==> src/adcfhp_map.vh <==
`ifndef ADCFHP_MAP_VH
`define ADCFHP_MAP_VH

// Bus and sample widths.
`define ADCFHP_BUS_W          10
`define ADCFHP_SAMPLE_W       12
`define ADCFHP_DEPTH          16
`define ADCFHP_ADDR_W         4
`define ADCFHP_COUNT_W        5

// Field positions in the second control word.
`define ADCFHP_THR_LO_BIT     2
`define ADCFHP_THR_HI_BIT     3
`define ADCFHP_PULSE_BIT      4
`define ADCFHP_POLARITY_BIT   5
`define ADCFHP_DIR_MODE_BIT   6

// Reset values of the two control words.
`define ADCFHP_CW0_RESET      10'h000
`define ADCFHP_CW1_RESET      10'h030

// Fill thresholds, in converted values, per channel count and code.
`define ADCFHP_TL_1CH_0       5'h01
`define ADCFHP_TL_1CH_1       5'h04
`define ADCFHP_TL_1CH_2       5'h08
`define ADCFHP_TL_1CH_3       5'h0E
`define ADCFHP_TL_2CH_0       5'h02
`define ADCFHP_TL_2CH_1       5'h04
`define ADCFHP_TL_2CH_2       5'h08
`define ADCFHP_TL_2CH_3       5'h0C
`define ADCFHP_TL_3CH_0       5'h03
`define ADCFHP_TL_3CH_1       5'h06
`define ADCFHP_TL_3CH_2       5'h09
`define ADCFHP_TL_3CH_3       5'h0C
`define ADCFHP_TL_4CH_0       5'h04
`define ADCFHP_TL_4CH_1       5'h08
`define ADCFHP_TL_4CH_2       5'h0C
`define ADCFHP_TL_RESERVED    5'h00

`endif

==> src/adcfhp_fifo_mem.v <==
`timescale 1ns/100ps

`include "adcfhp_map.vh"

// Word store of the converter FIFO; read data always come from a register.
module adcfhp_fifo_mem (
    input  wire                          sys_clk,
    input  wire                          wr_en,
    input  wire [`ADCFHP_ADDR_W-1:0]     wr_addr,
    input  wire [`ADCFHP_SAMPLE_W-1:0]   wr_data,
    input  wire [`ADCFHP_ADDR_W-1:0]     rd_addr,
    output reg  [`ADCFHP_SAMPLE_W-1:0]   rd_data
);

    reg [`ADCFHP_SAMPLE_W-1:0] store [0:`ADCFHP_DEPTH-1];

    always @(posedge sys_clk) begin
        if (wr_en) begin
            store[wr_addr] <= wr_data;
        end
        rd_data <= store[rd_addr];
    end

endmodule // adcfhp_fifo_mem

==> src/adcfhp_port.v <==
`timescale 1ns/100ps

`include "adcfhp_map.vh"

// Overview of operation
// - Bits 3:2 of control word one choose the fill threshold code.
// - One channel: codes map to 1, 4, 8, 14 stored values.
// - Two channels: codes map to 2, 4, 8, 12 stored values.
// - Three channels: codes map to 3, 6, 9, 12 stored values.
// - Four channels: codes map to 4, 8, 12; code 11 reserved.
// - Results enter the FIFO in fixed channel order; a pair is one channel.
// - Read strobe active when both selects and read valid, write inactive.
// - Each read access pops one word, unless the FIFO is empty, and enables the output drivers.
// - Write strobe from both selects and write, read inactive; latches a word.
// - The write input may act as a combined read/write direction input.
// - Bit 6 selects direction mode; read input ignored; high reads, low writes.
// - Bit 5 chooses polarity, bit 4 chooses pulse or level flag.
// - Flag goes active when the fill reaches the threshold; in continuous pulse mode at the next conversion clock rise.
// - Level flag clears on first read; rechecked after threshold-count reads.
// - In continuous pulse mode the flag lasts half a conversion clock period; if the threshold-count reads end first, it holds until the next pulse ends.
// - No new pulse until threshold-count values before it were read.
// - Control word one resets to pulse, active high, separate strobes, code 00.
module adcfhp_port (
    input  wire                          sys_clk,
    input  wire                          nrst,
    input  wire                          chip_select_low_active,
    input  wire                          chip_select_high_active,
    input  wire                          read_strobe_n,
    input  wire                          write_strobe_n,
    input  wire                          control_word_select,
    input  wire [`ADCFHP_BUS_W-1:0]      bus_data_in,
    output reg  [`ADCFHP_SAMPLE_W-1:0]   bus_data_out,
    output reg                           bus_data_oe_n,
    input  wire [1:0]                    active_channels,
    input  wire                          continuous_mode,
    input  wire                          sample_clock_in,
    input  wire                          sample_valid,
    input  wire [`ADCFHP_SAMPLE_W-1:0]   sample_data,
    output reg                           sample_ready,
    output reg                           internal_read_pulse,
    output reg                           internal_write_pulse,
    output reg  [`ADCFHP_BUS_W-1:0]      control_word_zero,
    output reg  [`ADCFHP_BUS_W-1:0]      control_word_one,
    output reg  [`ADCFHP_COUNT_W-1:0]    fifo_fill,
    output reg                           fill_ready_flag
);

    localparam ST_ARMED = 1'b0;
    localparam ST_DRAIN = 1'b1;

    // Threshold lookup, used for the live compare and for the latched count.
    function [`ADCFHP_COUNT_W-1:0] threshold_count_of;
        input [1:0] chans;
        input [1:0] code;
        begin
            case ({chans, code})
                4'h0: threshold_count_of = `ADCFHP_TL_1CH_0;
                4'h1: threshold_count_of = `ADCFHP_TL_1CH_1;
                4'h2: threshold_count_of = `ADCFHP_TL_1CH_2;
                4'h3: threshold_count_of = `ADCFHP_TL_1CH_3;
                4'h4: threshold_count_of = `ADCFHP_TL_2CH_0;
                4'h5: threshold_count_of = `ADCFHP_TL_2CH_1;
                4'h6: threshold_count_of = `ADCFHP_TL_2CH_2;
                4'h7: threshold_count_of = `ADCFHP_TL_2CH_3;
                4'h8: threshold_count_of = `ADCFHP_TL_3CH_0;
                4'h9: threshold_count_of = `ADCFHP_TL_3CH_1;
                4'hA: threshold_count_of = `ADCFHP_TL_3CH_2;
                4'hB: threshold_count_of = `ADCFHP_TL_3CH_3;
                4'hC: threshold_count_of = `ADCFHP_TL_4CH_0;
                4'hD: threshold_count_of = `ADCFHP_TL_4CH_1;
                4'hE: threshold_count_of = `ADCFHP_TL_4CH_2;
                default: threshold_count_of = `ADCFHP_TL_RESERVED;
            endcase
        end
    endfunction

    wire                          both_selected;
    wire                          dir_mode;
    wire                          read_active;
    wire                          write_active;
    wire                          read_start;
    wire                          write_start;
    reg                           read_prev;
    reg                           write_prev;

    assign both_selected = ~chip_select_low_active & chip_select_high_active;
    assign dir_mode = control_word_one[`ADCFHP_DIR_MODE_BIT];

    // read input not looked at in direction mode
    assign read_active = both_selected &
        (dir_mode ? write_strobe_n : (~read_strobe_n & write_strobe_n));

    assign write_active = both_selected &
        (dir_mode ? ~write_strobe_n : (~write_strobe_n & read_strobe_n));

    assign read_start  = read_active & ~read_prev;
    assign write_start = write_active & ~write_prev;

    // Two-entry buffer between the converter and the FIFO.
    reg  [`ADCFHP_SAMPLE_W-1:0]   skid_data [0:1];
    reg  [1:0]                    skid_count;
    reg                           skid_head;
    reg  [`ADCFHP_ADDR_W-1:0]     wr_ptr;
    reg  [`ADCFHP_ADDR_W-1:0]     rd_ptr;
    wire                          fifo_full;
    wire                          fifo_empty;
    wire                          skid_out_valid;
    wire                          fifo_push;
    wire                          fifo_pop;
    wire                          skid_push;
    wire [`ADCFHP_SAMPLE_W-1:0]   mem_rd_data;
    wire [1:0]                    next_skid_count;

    assign fifo_full      = (fifo_fill == `ADCFHP_DEPTH);
    assign fifo_empty     = (fifo_fill == {`ADCFHP_COUNT_W{1'b0}});
    assign skid_out_valid = (skid_count != 2'h0);
    assign skid_push      = sample_valid & sample_ready;
    // strict first-in first-out keeps channel order
    assign fifo_push      = skid_out_valid & ~fifo_full;
    assign fifo_pop       = read_start & ~fifo_empty;
    assign next_skid_count = skid_count + {1'b0, skid_push} - {1'b0, fifo_push};

    always @(posedge sys_clk) begin
        if (!nrst) begin
            skid_count   <= 2'h0;
            skid_head    <= 1'b0;
            sample_ready <= 1'b0;
        end else begin
            if (skid_push) begin
                skid_data[skid_head ^ skid_count[0]] <= sample_data;
            end
            if (fifo_push) begin
                skid_head <= ~skid_head;
            end
            skid_count   <= next_skid_count;
            // Ready drops while both entries hold words, so a full FIFO stalls the source.
            sample_ready <= (next_skid_count != 2'h2);
        end
    end

    adcfhp_fifo_mem u_mem (
        .sys_clk (sys_clk),
        .wr_en   (fifo_push),
        .wr_addr (wr_ptr),
        .wr_data (skid_data[skid_head]),
        .rd_addr (rd_ptr),
        .rd_data (mem_rd_data)
    );

    always @(posedge sys_clk) begin
        if (!nrst) begin
            wr_ptr    <= {`ADCFHP_ADDR_W{1'b0}};
            rd_ptr    <= {`ADCFHP_ADDR_W{1'b0}};
            fifo_fill <= {`ADCFHP_COUNT_W{1'b0}};
        end else begin
            if (fifo_push) begin
                wr_ptr <= wr_ptr + 4'h1;
            end
            if (fifo_pop) begin
                rd_ptr <= rd_ptr + 4'h1;
            end
            fifo_fill <= fifo_fill + {4'h0, fifo_push} - {4'h0, fifo_pop};
        end
    end

    // Host port: strobes, data drivers and control words.
    always @(posedge sys_clk) begin
        if (!nrst) begin
            read_prev            <= 1'b0;
            write_prev           <= 1'b0;
            internal_read_pulse  <= 1'b0;
            internal_write_pulse <= 1'b0;
            bus_data_oe_n        <= 1'b1;
            bus_data_out         <= {`ADCFHP_SAMPLE_W{1'b0}};
            control_word_zero    <= `ADCFHP_CW0_RESET;
            control_word_one     <= `ADCFHP_CW1_RESET;
        end else begin
            read_prev            <= read_active;
            write_prev           <= write_active;
            internal_read_pulse  <= read_active;
            internal_write_pulse <= write_active;
            // drivers enabled for the whole access
            bus_data_oe_n        <= ~read_active;
            // The head word is sampled at the access start; a word written in the
            // previous cycle is not yet visible, and an empty FIFO gives the stale word at rd_ptr.
            if (read_start) begin
                bus_data_out <= mem_rd_data;
            end
            // latch into the addressed control word
            if (write_start) begin
                if (control_word_select) begin
                    control_word_one <= bus_data_in;
                end else begin
                    control_word_zero <= bus_data_in;
                end
            end
        end
    end

    // Data-available flag.
    reg                           flag_state;
    reg                           flag_active;
    reg  [`ADCFHP_COUNT_W-1:0]    reads_left;
    reg                           sclk_prev;
    reg                           next_flag_state;
    reg                           next_flag_active;
    reg  [`ADCFHP_COUNT_W-1:0]    next_reads_left;
    wire [`ADCFHP_COUNT_W-1:0]    threshold_count;
    wire                          pulse_mode;
    wire                          active_high;
    wire                          sclk_rise;
    wire                          sclk_fall;
    wire                          reached;

    assign threshold_count = threshold_count_of(active_channels,
        {control_word_one[`ADCFHP_THR_HI_BIT], control_word_one[`ADCFHP_THR_LO_BIT]});
    assign pulse_mode  = control_word_one[`ADCFHP_PULSE_BIT];
    assign active_high = control_word_one[`ADCFHP_POLARITY_BIT];
    assign sclk_rise   = sample_clock_in & ~sclk_prev;
    assign sclk_fall   = ~sample_clock_in & sclk_prev;
    // reserved code yields zero and never triggers
    assign reached = (threshold_count != {`ADCFHP_COUNT_W{1'b0}}) &
                     (fifo_fill >= threshold_count);

    always @* begin
        next_flag_state  = flag_state;
        next_flag_active = flag_active;
        next_reads_left  = reads_left;
        case (flag_state)
            ST_ARMED: begin
                // continuous pulses start on the conversion clock's rising edge
                if (reached && (!pulse_mode || !continuous_mode || sclk_rise)) begin
                    next_flag_active = 1'b1;
                    next_flag_state  = ST_DRAIN;
                    next_reads_left  = threshold_count;
                end
            end
            ST_DRAIN: begin
                if (pulse_mode) begin
                    if (!continuous_mode || sclk_fall) begin
                        next_flag_active = 1'b0;
                    end
                end else if (read_start) begin
                    // level clears on the first read
                    next_flag_active = 1'b0;
                end
                // no new pulse before those reads
                if (fifo_pop) begin
                    next_reads_left = reads_left - 5'h01;
                    if (reads_left == 5'h01) begin
                        next_flag_state = ST_ARMED;
                    end
                end
            end
            default: begin
                next_flag_state  = ST_ARMED;
                next_flag_active = 1'b0;
            end
        endcase
    end

    always @(posedge sys_clk) begin
        if (!nrst) begin
            flag_state      <= ST_ARMED;
            flag_active     <= 1'b0;
            reads_left      <= {`ADCFHP_COUNT_W{1'b0}};
            sclk_prev       <= 1'b0;
            fill_ready_flag <= 1'b0;
        end else begin
            flag_state      <= next_flag_state;
            flag_active     <= next_flag_active;
            reads_left      <= next_reads_left;
            sclk_prev       <= sample_clock_in;
            fill_ready_flag <= active_high ? next_flag_active : ~next_flag_active;
        end
    end

endmodule // adcfhp_port

==> config.mk <==
export PLATFORM = sky130hd
export DESIGN_NAME = adcfhp_port
export DESIGN_NICKNAME = d
export VERILOG_FILES = /design/src/adcfhp_fifo_mem.v /design/src/adcfhp_port.v
export VERILOG_INCLUDE_DIRS = /design/src
export SDC_FILE = /design/constraint.sdc
export NUM_CORES = 1
export LEC_CHECK = 0
export BUFFER_PORTS_ARGS = -buffer_cell sky130_fd_sc_hd__clkbuf_2
export CORE_ASPECT_RATIO = 1.75
export CORE_MARGIN = 1
export CORE_UTILIZATION = 45
export CTS_BUF_LIST = sky130_fd_sc_hd__clkbuf_4
export CTS_CLUSTER_SIZE = 16
export DETAILED_ROUTE_END_ITERATION = 10
export HOLD_SLACK_MARGIN = 0.03
export PLACE_DENSITY = 0.62
export SYNTH_ARGS = -nofsm -noshare
export SYNTH_HDL_FRONTEND = slang
export SYNTH_HIERARCHICAL = 1
export SYNTH_SLANG_ARGS = --single-unit
==> constraint.sdc <==
create_clock -name sys_clk -period 3.7 [get_ports sys_clk]
set_input_delay 0.37 -clock sys_clk [delete_from_list [all_inputs] [get_ports sys_clk]]
set_output_delay 0.37 -clock sys_clk [all_outputs]
set_load 0.01 [all_outputs]
==> qor.yml, run 1 <==
syn-mean-instance-area_um2: 17.1
ys_types: 60
area_delta_synth_final_pct: 17.0
detailed_place_hpwl_um: 15300
worst_path_arrival_ns: 3.33
drt-total-wl_um: 23400
vias_per_cell: 5.28
synth-async-reset-ratio_pct: 0
detail_route.drc_violations: 0
maxSlewViolCount: 0
routedWlPerCell_um: 19.7
gr-usage-all-layers_pct: 19.2
netlist_top_cells_area: "sky130_fd_sc_hd__edfxtp_1 57%, sky130_fd_sc_hd__dfxtp_1 13%, sky130_fd_sc_hd__mux4_2 6.6%"
critical_path.cell_chain: "inv_1 > ha_1 > nor2_1 > nor2_1 > a21oi_2 > ha_1 > o21a_1 > o311ai_0 > a41o_2 > a221oi_2 > a311oi_1"
report.final.hold_viol_count: 0
hold-path-cell-count: 2
yosysMostFrequentCell: "sky130_fd_sc_hd__edfxtp_1"
critPathTopFamily: "compound AO/OA/AOI/OAI gates"
reg2reg_setup_slack_ns: 0.95
worst_ir_drop_vdd_mv: 0.283
yosysSeqAreaShare_pct: 70.3
p_switching_mw: 2.17
static-leakage-power_nw: 4.84
report.final.setup_viol: 0
critical_path.max_stage_delay_ns: 0.45
critical_path_required_ns: 4.28
core-area_um2: 24600
design.die.area_um2: 25800
drt_iter0_drc: 321
achievable-frequency_ghz: 0.363
antenna_violations_before_repair: 1
rsz0062_at_grt: "no"
post_route_cells_drive_above_1_share_pct: 30.8
chipHeight_um: 212
fin_skew_ns: 0.0271
post-route-period-util_pct: 74.4
synth-main-ff-cell: "sky130_fd_sc_hd__edfxtp_1"
post-cts-setup-buffers: 0
crit_type: "flop to flop"
power.share.sequential_pct: 52.2
tritoncts_clock_tree: "done"
dr.pass1.iters: 4
critPathBufInv: 1
critical_path.reg2reg.startpoint: "control_word_one[2]$_SDFFE_PN0P_"
first_global_vias: 6894
worst_setup_hold_path_clk_slew_ns: 0.07
cts_inserted_buffers: 68
cap_viol_max_count: 0
synth_top_cells_by_count: "216 x sky130_fd_sc_hd__edfxtp_1, 74 x sky130_fd_sc_hd__dfxtp_1, 67 x sky130_fd_sc_hd__nor2_1, 36 x sky130_fd_sc_hd__mux2i_1, 33 x sky130_fd_sc_hd__mux4_2"
min_path_type: "primary input to flop"
synthCells: 662
synthesis.area_um2: 11300
cpMaxStageDelayCell: "sky130_fd_sc_hd__o311ai_0"
rr_endpoint: "reads_left[0]$_SDFFE_PN0P_"
start_kind: "flop"
numClockSinks: 290
finalNetCount: 890
clock_tree.root_cell: "sky130_fd_sc_hd__clkbuf_4"
power.share.clock_pct: 30.5
synth-edff-count: 216
fin_hold_ws_ns: 0.146
finalWeightedCongestion: 0.813
io_buffer_count: 75
relSlewSlack_pct: 22.6
synth_nets: 716
combPwrFrac_pct: 17.3
status: "complete, no violations"
post-synth-top-area-fraction_pct: 57.3
power.density_nw_per_um2: 603
layout_min_cycle_time_ns: 2.75
timing.critical_path.fanout_max: 7
num_rows: 76
yosys_warnings: 6
h-tree-depth: 3
via_count: 6290
p_int_mw: 5.83
grt_start_max_net_pins: 45
fin_setup_tns_ns: 0
worst_hold_path.endpoint: "flag_active$_SDFF_PN0_"
clkLatencyLatePin_ns: 0.69
power.switching_fraction_pct: 27.1
grt_first_pass_wirelength_um: 36300
ys_seq_elements: 290
min-delay-start: "nrst"
aggregate_global_routing_overflow: 0
postRouteAntennaNets: 0
worst_r2r_path_depth: 11
floorplan.initialDensity_pct: 46.0
endpoint_kind: "flop"
tightest_slew_ns: 1.16
post-synth-top-area-cell: "sky130_fd_sc_hd__edfxtp_1"
clock_path_buffers: 3
critical_path_cell_count: 11
die-width_um: 122
floorplan.io_pins: 76
[stage by stage]
| stage | std cells | worst slack (ns) | power (mW) | utilization [%] | instance area [um^2] |
|---|---|---|---|---|---|
| after CTS | 1190 | 0.931 | 8.12 | 53.8 | 13300 |
| after global routing | 1191 | 0.794 | 8.44 | 53.8 | 13300 |
| after global placement | 1049 | 1.08 | 5.54 | 49.3 | 12100 |
| final | 1191 | 0.946 | 8.00 | 53.8 | 13300 |
| after detailed placement | 1049 | 0.959 | 5.63 | 49.3 | 12100 |
| after floorplan | 662 | 0.856 | 5.16 | - | 11300 |
[layer usage]
| layer | global-route usage, % | up-vias | part of all wire (%) |
|---|---|---|---|
| li1 | - | 2939 | - |
| met1 | 19.5 | 3130 | 37 |
| met2 | 35.5 | 183 | 56 |
| met3 | 4.31 | 38 | 4.7 |
| met4 | 10.3 | 0 | 2.7 |
| met5 | 0 | - | 0 |
[placed cells by master (no fill, tap or decap), drive strengths merged, types with 2 or more instances in the layout]
cell / count
xor2: 8
nand2b: 6
buf: 24
a21o: 2
clkbuf: 179
nor2: 68
dlygate4sd3: 29
mux2: 13
nor2b: 3
o21ai: 10
mux4: 48
nand3b: 2
and2: 7
dfxtp: 74
inv: 20
a22oi: 24
nand4: 2
a311oi: 3
nor3: 7
nor4: 2
a31oi: 2
nand3: 3
clkinv: 8
nand2: 30
mux2i: 37
ha: 19
xnor2: 7
edfxtp: 216
a21oi: 8
a41oi: 2
[repair_timing]
item                                   CTS  global route
hold buffers                            29             0
endpoints found under the hold margin   48             0
resized for setup                        0             0
[worst max-delay path by stage]
stage / start / endpoint
2_1_floorplan: fifo_fill[2]$_SDFF_PN0_ / u_mem/store[0][0]$_DFFE_PP_
3_3_place_gp: fifo_fill[2]$_SDFF_PN0_ / fifo_fill[4]$_SDFF_PN0_
3_5_place_dp: control_word_one[2]$_SDFFE_PN0P_ / reads_left[0]$_SDFFE_PN0P_
4_1_cts: control_word_one[2]$_SDFFE_PN0P_ / reads_left[0]$_SDFFE_PN0P_
5_1_grt: fifo_fill[3]$_SDFF_PN0_ / fifo_fill[4]$_SDFF_PN0_
6_report: control_word_one[2]$_SDFFE_PN0P_ / reads_left[0]$_SDFFE_PN0P_
[power groups by stage]
stage	logic [mW]	clock network, mW	registers [mW]
after CTS	1.41	2.54	4.18
after detailed placement	1.38	0	4.25
after floorplan	0.986	0	4.18
final	1.39	2.44	4.17
after global routing	1.55	2.68	4.21
after global placement	1.30	0	4.23
[worst reg2reg max path, delay by kind of cell, from the launching register on]
kind | cells | cell delay [ns]
simple gates | 2 | 0.15
compound gates | 6 | 1.49
flops | 1 | 0.42
fa+ha+maj | 2 | 0.49
buf+inv | 1 | 0.11
[area by class of cell]
class | instances | area [um^2]
Clock inverter | 8 | 30.0
Sequential cell | 290 | 7970
Inverter | 20 | 75.1
Clock buffer | 104 | 781
Timing Repair Buffer | 128 | 858
Multi-Input combinational cell | 328 | 3150
Tap cell | 312 | 390
Antenna cell | 1 | 2.50
Fill cell | 1991 | 11400
[sequential cells by signal, indices dropped and copies added, names as in the netlist, named ones only]
| name | flops |
|---|---|
| bus_data_oe_n | 1 |
| bus_data_out | 12 |
| control_word_one | 10 |
| control_word_zero | 10 |
| fifo_fill | 5 |
| fill_ready_flag | 1 |
| flag_active | 1 |
| flag_state | 1 |
| rd_ptr | 4 |
| read_prev | 1 |
| reads_left | 5 |
| sample_ready | 1 |
| sclk_prev | 1 |
| skid_count | 2 |
| skid_data | 24 |
| skid_head | 1 |
| u_mem/rd_data | 12 |
| u_mem/store | 192 |
| wr_ptr | 4 |
| write_prev | 1 |
[kinds of logic (layout without fill, tap and decap cells)]
family | Yosys count | count (layout) | share of synthesized area (%)
AO/OA/AOI/OAI | 58 | 58 | 3.97
XOR/XNOR | 15 | 15 | 1.16
adder cells (fa/ha/maj) | 20 | 20 | 2.28
buffers and inverters | 44 | 260 | 1.98
flip-flops | 290 | 290 | 70.3
multiplexers | 98 | 98 | 14.7
other | 0 | 1 | 0
AND/OR/NAND/NOR | 137 | 137 | 5.60
(Power assumes the default switching activity.)
==> run 2, diff against run 1 <==
--- a/config.mk
+++ b/config.mk
@@ -6,6 +6,7 @@
 export SDC_FILE = /design/constraint.sdc
 export NUM_CORES = 1
 export LEC_CHECK = 0
+export ABC_AREA = 1
 export BUFFER_PORTS_ARGS = -buffer_cell sky130_fd_sc_hd__clkbuf_2
 export CORE_ASPECT_RATIO = 1.75
 export CORE_MARGIN = 1
@@ -14,7 +15,7 @@
 export CTS_CLUSTER_SIZE = 16
 export DETAILED_ROUTE_END_ITERATION = 10
 export HOLD_SLACK_MARGIN = 0.03
-export PLACE_DENSITY = 0.62
+export PLACE_DENSITY = 0.64
 export SYNTH_ARGS = -nofsm -noshare
 export SYNTH_HDL_FRONTEND = slang
 export SYNTH_HIERARCHICAL = 1
==> constraint.sdc (replaced) <==
create_clock -name sys_clk -period 2.5 [get_ports sys_clk]
set_input_delay 0.25 -clock sys_clk [delete_from_list [all_inputs] [get_ports sys_clk]]
set_output_delay 0.25 -clock sys_clk [all_outputs]
set_load 0.01 [all_outputs]
==> run 2 against run 1 <==
First-iteration DRC count increased by 22%. Critical path type unchanged. Worst hold slack got worse by 0.017 ns. Register-to-register slack got worse by 0.72 ns. Critical endpoint is now fifo_fill[4]$_SDFF_PN0_. Core utilization increased by 0.33 points. Sequential share of layout area decreased by 5.0 points. Setup slack got worse by 0.72 ns. Highest routed layer unchanged.
==> qor.yml, run 2 <==
status: "complete, no violations"
clock_tree.root_cell: "sky130_fd_sc_hd__clkbuf_4"
design.die.area_um2: 28000
netlist_top_cells_area: "sky130_fd_sc_hd__edfxtp_1 53%, sky130_fd_sc_hd__dfxtp_1 12%, sky130_fd_sc_hd__nand2_1 9.5%"
hold-path-cell-count: 8
rsz0062_at_grt: "no"
fin_skew_ns: 0.0520
ys_seq_elements: 290
synthesis.area_um2: 12300
floorplan.initialDensity_pct: 46.1
worst_r2r_path_depth: 16
die-width_um: 127
gr-usage-all-layers_pct: 20.6
pre_cts_ws_ns: 0.0341
worst_hold_path.endpoint: "reads_left[3]$_SDFFE_PN0P_"
finalWeightedCongestion: 0.758
synth_top_cells_by_count: "310 x sky130_fd_sc_hd__nand2_1, 216 x sky130_fd_sc_hd__edfxtp_1, 208 x sky130_fd_sc_hd__inv_1, 162 x sky130_fd_sc_hd__nand3_1, 75 x sky130_fd_sc_hd__nor2_1"
via_count: 8698
use_met2_pct: 39.8
post-synth-top-area-cell: "sky130_fd_sc_hd__edfxtp_1"
drt-total-wl_um: 27400
layout_min_cycle_time_ns: 2.28
synthCells: 1237
grt_start_max_net_pins: 82
ys_types: 34
endpoint_kind: "flop"
start_kind: "flop"
numClockSinks: 290
post-route-period-util_pct: 91.1
multiInputGateArea_um2: 3290
first_global_vias: 8668
synth-async-reset-ratio_pct: 0
most_used_cells_in_the_layout_excluding_fill_and_tap_cells: "310 x sky130_fd_sc_hd__nand2_1, 216 x sky130_fd_sc_hd__edfxtp_1, 206 x sky130_fd_sc_hd__inv_1, 162 x sky130_fd_sc_hd__nand3_1, 100 x sky130_fd_sc_hd__clkbuf_4"
placed_instance_count: 1625
maxSlewViolCount: 0
yosysMostFrequentCell: "sky130_fd_sc_hd__nand2_1"
power.density_nw_per_um2: 865
syn-mean-instance-area_um2: 9.94
fin_setup_tns_ns: 0
detail_route.drc_violations: 0
synth-main-ff-cell: "sky130_fd_sc_hd__edfxtp_1"
report.final.hold_viol_count: 0
yosys_warnings: 6
clkLatencyLatePin_ns: 0.72
dpl-instance-area_um2: 13100
area_delta_synth_final_pct: 17.5
register_area_um2: 7970
min-delay-start: "active_channels[0]"
postRouteAntennaNets: 0
worst_path_arrival_ns: 2.87
finish.cell_count_without_fillers: 1784
h-tree-depth: 3
core-area_um2: 26700
yosysSeqAreaShare_pct: 64.8
fin_ws_ns: 0.223
relSlewSlack_pct: 52.7
reg2reg_setup_slack_ns: 0.22
worst_ir_drop_vdd_mv: 0.562
final.fill_count: 2395
grt_use_met1_pct: 20.0
dr.pass1.iters: 6
report.final.setup_viol: 0
timing.critical_path.fanout_max: 2
tightest_slew_ns: 0.708
cap_viol_max_count: 0
synth_nets: 1291
final_area_um2: 14400
floorplan.io_pins: 76
crit_type: "flop to flop"
finalNetCount: 1461
static-leakage-power_nw: 6.32
largest_reg_flops: 192
achievable-frequency_ghz: 0.439
cts_inserted_buffers: 67
synth-edff-count: 216
layout.cells.most_common: "sky130_fd_sc_hd__nand2_1"
drt_iter0_drc: 393
critical_path.reg2reg.startpoint: "fifo_fill[2]$_SDFF_PN0_"
post-synth-top-area-fraction_pct: 52.7
clock_path_buffers: 3
io_buffer_count: 75
met3_usage_pct: 4.01
num_rows: 79
antenna_violations_before_repair: 1
critical_path_required_ns: 3.09
largest-register: "u_mem/store"
rr_endpoint: "fifo_fill[4]$_SDFF_PN0_"
tritoncts_clock_tree: "done"
min_path_type: "primary input to flop"
routedWlPerCell_um: 15.3
vias_per_cell: 4.88
aggregate_global_routing_overflow: 0
chipHeight_um: 221
global_route.peak_usage_layer: "met2"
post_route_cells_drive_above_1_share_pct: 18.1
worst_setup_hold_path_clk_slew_ns: 0.07
detailed_place_hpwl_um: 17100
grt_first_pass_wirelength_um: 43200
[run 2: cell types whose count changed after synthesis, sizes merged, moves of 29 or more]
cell,change
a21oi,+29
inv,+191
mux2i,-37
mux4,-48
nand2,+286
nand3,+161
o21ai,+34
[run 2: kinds of logic after synthesis]
| family | synth area share [%] |
|---|---|
| AND/OR/NAND/NOR | 19.5 |
| buffers and inverters | 8.68 |
| multiplexers | 1.10 |
| XOR/XNOR | 0.356 |
| flip-flops | 64.8 |
| AO/OA/AOI/OAI | 3.51 |
| adder cells (fa/ha/maj) | 2.10 |
[run 2: routing by layer]
| metal | wire [um] | vias up | share of wire (%) |
|---|---|---|---|
| met2 | 15000 | 241 | 55 |
| met5 | 0 | - | 0 |
| li1 | - | 4392 | - |
| met3 | 1440 | 65 | 5.2 |
| met4 | 1130 | 0 | 4.1 |
| met1 | 9830 | 4000 | 36 |
[run 2: final cells by class]
class | count | share of cell area, %
sequential | 290 | 55.2
multi-input combinational | 686 | 22.8
clock buffer | 100 | 5.20
timing repair buffer | 151 | 7.26
inverter | 211 | 5.49
tap | 324 | 2.81
antenna | 1 | 0.0173
clock inverter | 21 | 1.26
[run 2: worst max-delay path, stage by stage (launching register included)]
cell	delay (ns)
sky130_fd_sc_hd__dfxtp_2	0.32
sky130_fd_sc_hd__inv_2	0.05
sky130_fd_sc_hd__ha_1	0.13
sky130_fd_sc_hd__nand2_1	0.06
sky130_fd_sc_hd__nor2_2	0.11
sky130_fd_sc_hd__nand2_1	0.07
sky130_fd_sc_hd__nand2_2	0.08
sky130_fd_sc_hd__clkinv_2	0.07
sky130_fd_sc_hd__ha_4	0.20
sky130_fd_sc_hd__inv_1	0.06
sky130_fd_sc_hd__ha_2	0.17
sky130_fd_sc_hd__inv_1	0.06
sky130_fd_sc_hd__fa_2	0.40
sky130_fd_sc_hd__o21ai_2	0.14
sky130_fd_sc_hd__a21oi_2	0.07
sky130_fd_sc_hd__o21ai_1	0.12
sky130_fd_sc_hd__a21oi_1	0.05
[run 2: stage by stage]
step           power, mW  util, %  hold WS, ns
6_report            12.5     54.1        0.130
2_1_floorplan       7.71        -        0.326
5_1_grt             13.2     54.1        0.145
3_5_place_dp        8.52     49.1        0.437
3_3_place_gp        8.47     49.1        0.435
4_1_cts             12.6     54.0       0.0315
[run 2: how the worst max path moves through the flow]
stage | startpoint | slack, ns | to
floorplan | fifo_fill[3]$_SDFF_PN0_ | 0.05 | fifo_fill[4]$_SDFF_PN0_
global placement | fifo_fill[2]$_SDFF_PN0_ | 0.05 | fifo_fill[4]$_SDFF_PN0_
detailed placement | fifo_fill[2]$_SDFF_PN0_ | 0.03 | fifo_fill[4]$_SDFF_PN0_
CTS | fifo_fill[2]$_SDFF_PN0_ | 0.03 | fifo_fill[4]$_SDFF_PN0_
global route | fifo_fill[2]$_SDFF_PN0_ | 0.01 | fifo_fill[4]$_SDFF_PN0_
finish | fifo_fill[2]$_SDFF_PN0_ | 0.22 | fifo_fill[4]$_SDFF_PN0_
[run 2: where the power goes]
part	internal [mW]	switching, mW
clock	2.17	1.83
combinational	0.798	1.52
sequential	5.93	0.240
total	8.90	3.59
[run 2: what timing repair did]
action / 4_1_cts / 5_1_grt
buffers inserted: 0 / 1
gates resized for setup: 0 / 11
endpoints found under the setup margin: 0 / 1
hold buffers: 36 / 0
hold endpoints to repair: 49 / 0
==> run 3, diff against run 2 <==
--- a/config.mk
+++ b/config.mk
@@ -10,12 +10,12 @@
 export BUFFER_PORTS_ARGS = -buffer_cell sky130_fd_sc_hd__clkbuf_2
 export CORE_ASPECT_RATIO = 1.75
 export CORE_MARGIN = 1
-export CORE_UTILIZATION = 45
+export CORE_UTILIZATION = 57
 export CTS_BUF_LIST = sky130_fd_sc_hd__clkbuf_4
 export CTS_CLUSTER_SIZE = 16
 export DETAILED_ROUTE_END_ITERATION = 10
 export HOLD_SLACK_MARGIN = 0.03
-export PLACE_DENSITY = 0.64
+export PLACE_DENSITY = 0.78
 export SYNTH_ARGS = -nofsm -noshare
 export SYNTH_HDL_FRONTEND = slang
 export SYNTH_HIERARCHICAL = 1
==> run 3 against run 2 <==
Core utilization is 13 points higher. Highest routed layer unchanged. Critical path depth unchanged. Largest cell class unchanged. Cell area shrank 2.3%. Flip-flop and latch count unchanged. Combinational power hardly changed.
==> qor.yml, run 3 (synthesized netlist as in run 2, its figures left out) <==
status: "complete, no violations"
critical_path.reg2reg.startpoint: "fifo_fill[2]$_SDFF_PN0_"
tritoncts_clock_tree: "done"
numClockSinks: 290
worst_r2r_path_depth: 16
worstSetupStartpoint: "fifo_fill[2]$_SDFF_PN0_"
fin_hold_ws_ns: 0.122
worst_path_arrival_ns: 2.89
achievable-frequency_ghz: 0.430
rr_endpoint: "fifo_fill[4]$_SDFF_PN0_"
vias_per_cell: 5.21
cpMaxStageDelayCell: "sky130_fd_sc_hd__fa_2"
rsz0062_at_grt: "no"
io_buffer_count: 75
clock_path_buffers: 3
cts_inserted_buffers: 61
maxSlewViolCount: 0
finish.cell_count_without_fillers: 1693
finalWeightedCongestion: 0.789
hold-path-cell-count: 3
endpoint_kind: "flop"
gr-usage-all-layers_pct: 24.8
routedWlPerCell_um: 15.6
num_rows: 70
start_kind: "flop"
fin_skew_ns: 0.0500
relSlewSlack_pct: 55.3
drt-total-wl_um: 26400
grt_start_max_net_pins: 100
design.die.area_um2: 22200
die-width_um: 113
drt_iter0_drc: 523
worst_setup_hold_path_clk_slew_ns: 0.08
cap_viol_max_count: 0
final.fill_count: 1603
area_delta_synth_final_pct: 14.7
report.final.hold_viol_count: 0
largest-register: "u_mem/store"
largest_reg_flops: 192
static-leakage-power_nw: 6.21
clkLatencyLatePin_ns: 0.72
clock_tree.root_cell: "sky130_fd_sc_hd__clkbuf_4"
dr.pass1.iters: 5
chipHeight_um: 196
critical_path.endpoint: "fifo_fill[4]$_SDFF_PN0_"
floorplan.io_pins: 76
finalNetCount: 1441
detail_route.drc_violations: 0
via_count: 8818
post-route-period-util_pct: 93.0
critical_path_required_ns: 3.07
post_route_cells_drive_above_1_share_pct: 16.9
critical_path.cell_chain: "inv_1 > ha_1 > nand2_1 > nor2_2 > nand2_1 > nand2_2 > clkinv_2 > ha_1 > inv_2 > ha_2 > inv_1 > fa_2 > o21ai_2 > a21oi_1 > o21ai_1 > a21oi_1"
post-cts-setup-buffers: 0
report.final.setup_viol: 0
most_used_cells_in_the_layout_excluding_fill_and_tap_cells: "310 x sky130_fd_sc_hd__nand2_1, 216 x sky130_fd_sc_hd__edfxtp_1, 207 x sky130_fd_sc_hd__inv_1, 162 x sky130_fd_sc_hd__nand3_1, 86 x sky130_fd_sc_hd__clkbuf_4"
finalPower_mw: 12.0
core-area_um2: 21000
placed_instance_count: 1549
reg2reg_setup_slack_ns: 0.17
fin_setup_tns_ns: 0
tightest_slew_ns: 0.668
aggregate_global_routing_overflow: 0
grt_first_pass_wirelength_um: 42200
antenna_violations_before_repair: 1
crit_type: "flop to flop"
layout.cells.most_common: "sky130_fd_sc_hd__nand2_1"
floorplan.initialDensity_pct: 58.5
timing.critical_path.fanout_max: 3
min_path_type: "primary input to flop"
detailed_place_hpwl_um: 16600
postRouteAntennaNets: 0
layout_min_cycle_time_ns: 2.33
h-tree-depth: 2
worst_ir_drop_vdd_mv: 0.773
critical_path.max_stage_delay_ns: 0.37
first_global_vias: 8960
power.density_nw_per_um2: 852
[run 3: final cells by class]
type | count | area, um^2 | share of cell area [%]
antenna | 1 | 2.50 | 0.0177
clock buffer | 86 | 646 | 4.57
clock inverter | 30 | 178 | 1.26
inverter | 211 | 793 | 5.62
multi-input combinational | 686 | 3280 | 23.2
sequential | 290 | 7970 | 56.5
tap | 252 | 315 | 2.23
timing repair buffer | 137 | 933 | 6.61
[run 3: repair_timing]
item	4_1_cts	5_1_grt
pin swaps	0	1
hold endpoints to repair	48	0
gates resized for setup	1	6
cloned	0	0
hold buffers	27	0
endpoints found under the setup margin	1	1
[run 3: critical path: cells and delay by family, from the launching register on]
kind                     cells  cell delay (ns)
flip-flops                   1             0.31
adder cells (fa/ha/maj)      4             0.95
buffers and inverters        4             0.23
AND/OR/NAND/NOR              4             0.31
AO/OA/AOI/OAI                4             0.39
[run 3: worst min path at each step]
stage                                      start                                 to
2_1_floorplan                     write_strobe_n              write_prev$_SDFF_PN0_
3_3_place_gp   control_word_zero[1]$_SDFFE_PN0P_  control_word_zero[1]$_SDFFE_PN0P_
3_5_place_dp   control_word_zero[1]$_SDFFE_PN0P_  control_word_zero[1]$_SDFFE_PN0P_
4_1_cts                                     nrst             rd_ptr[3]$_SDFFE_PN0P_
6_report                                    nrst             rd_ptr[3]$_SDFFE_PN0P_
5_1_grt                                     nrst             rd_ptr[3]$_SDFFE_PN0P_
[run 3: report_power, final]
part,switching (mW),internal [mW]
clock,1.76,1.82
combinational,1.52,0.768
sequential,0.235,5.93
[run 3: metrics by stage]
stage	utilization, %	setup WS (ns)	instance area (um^2)
2_1_floorplan	-	0.0523	12300
3_3_place_gp	61.9	0.0858	13000
3_5_place_dp	61.9	-0.0105	13000
4_1_cts	67.1	0.0120	14100
5_1_grt	67.2	0.0161	14100
6_report	67.2	0.174	14100
[run 3: metal layers]
metal  up-vias  wire, um  global-route usage [%]
met5         -         0                       0
met4         0      1390                    17.0
met3        95      1450                    4.49
met2       309     14200                    45.7
met1      4074      9370                    25.0
li1       4340         -                       -
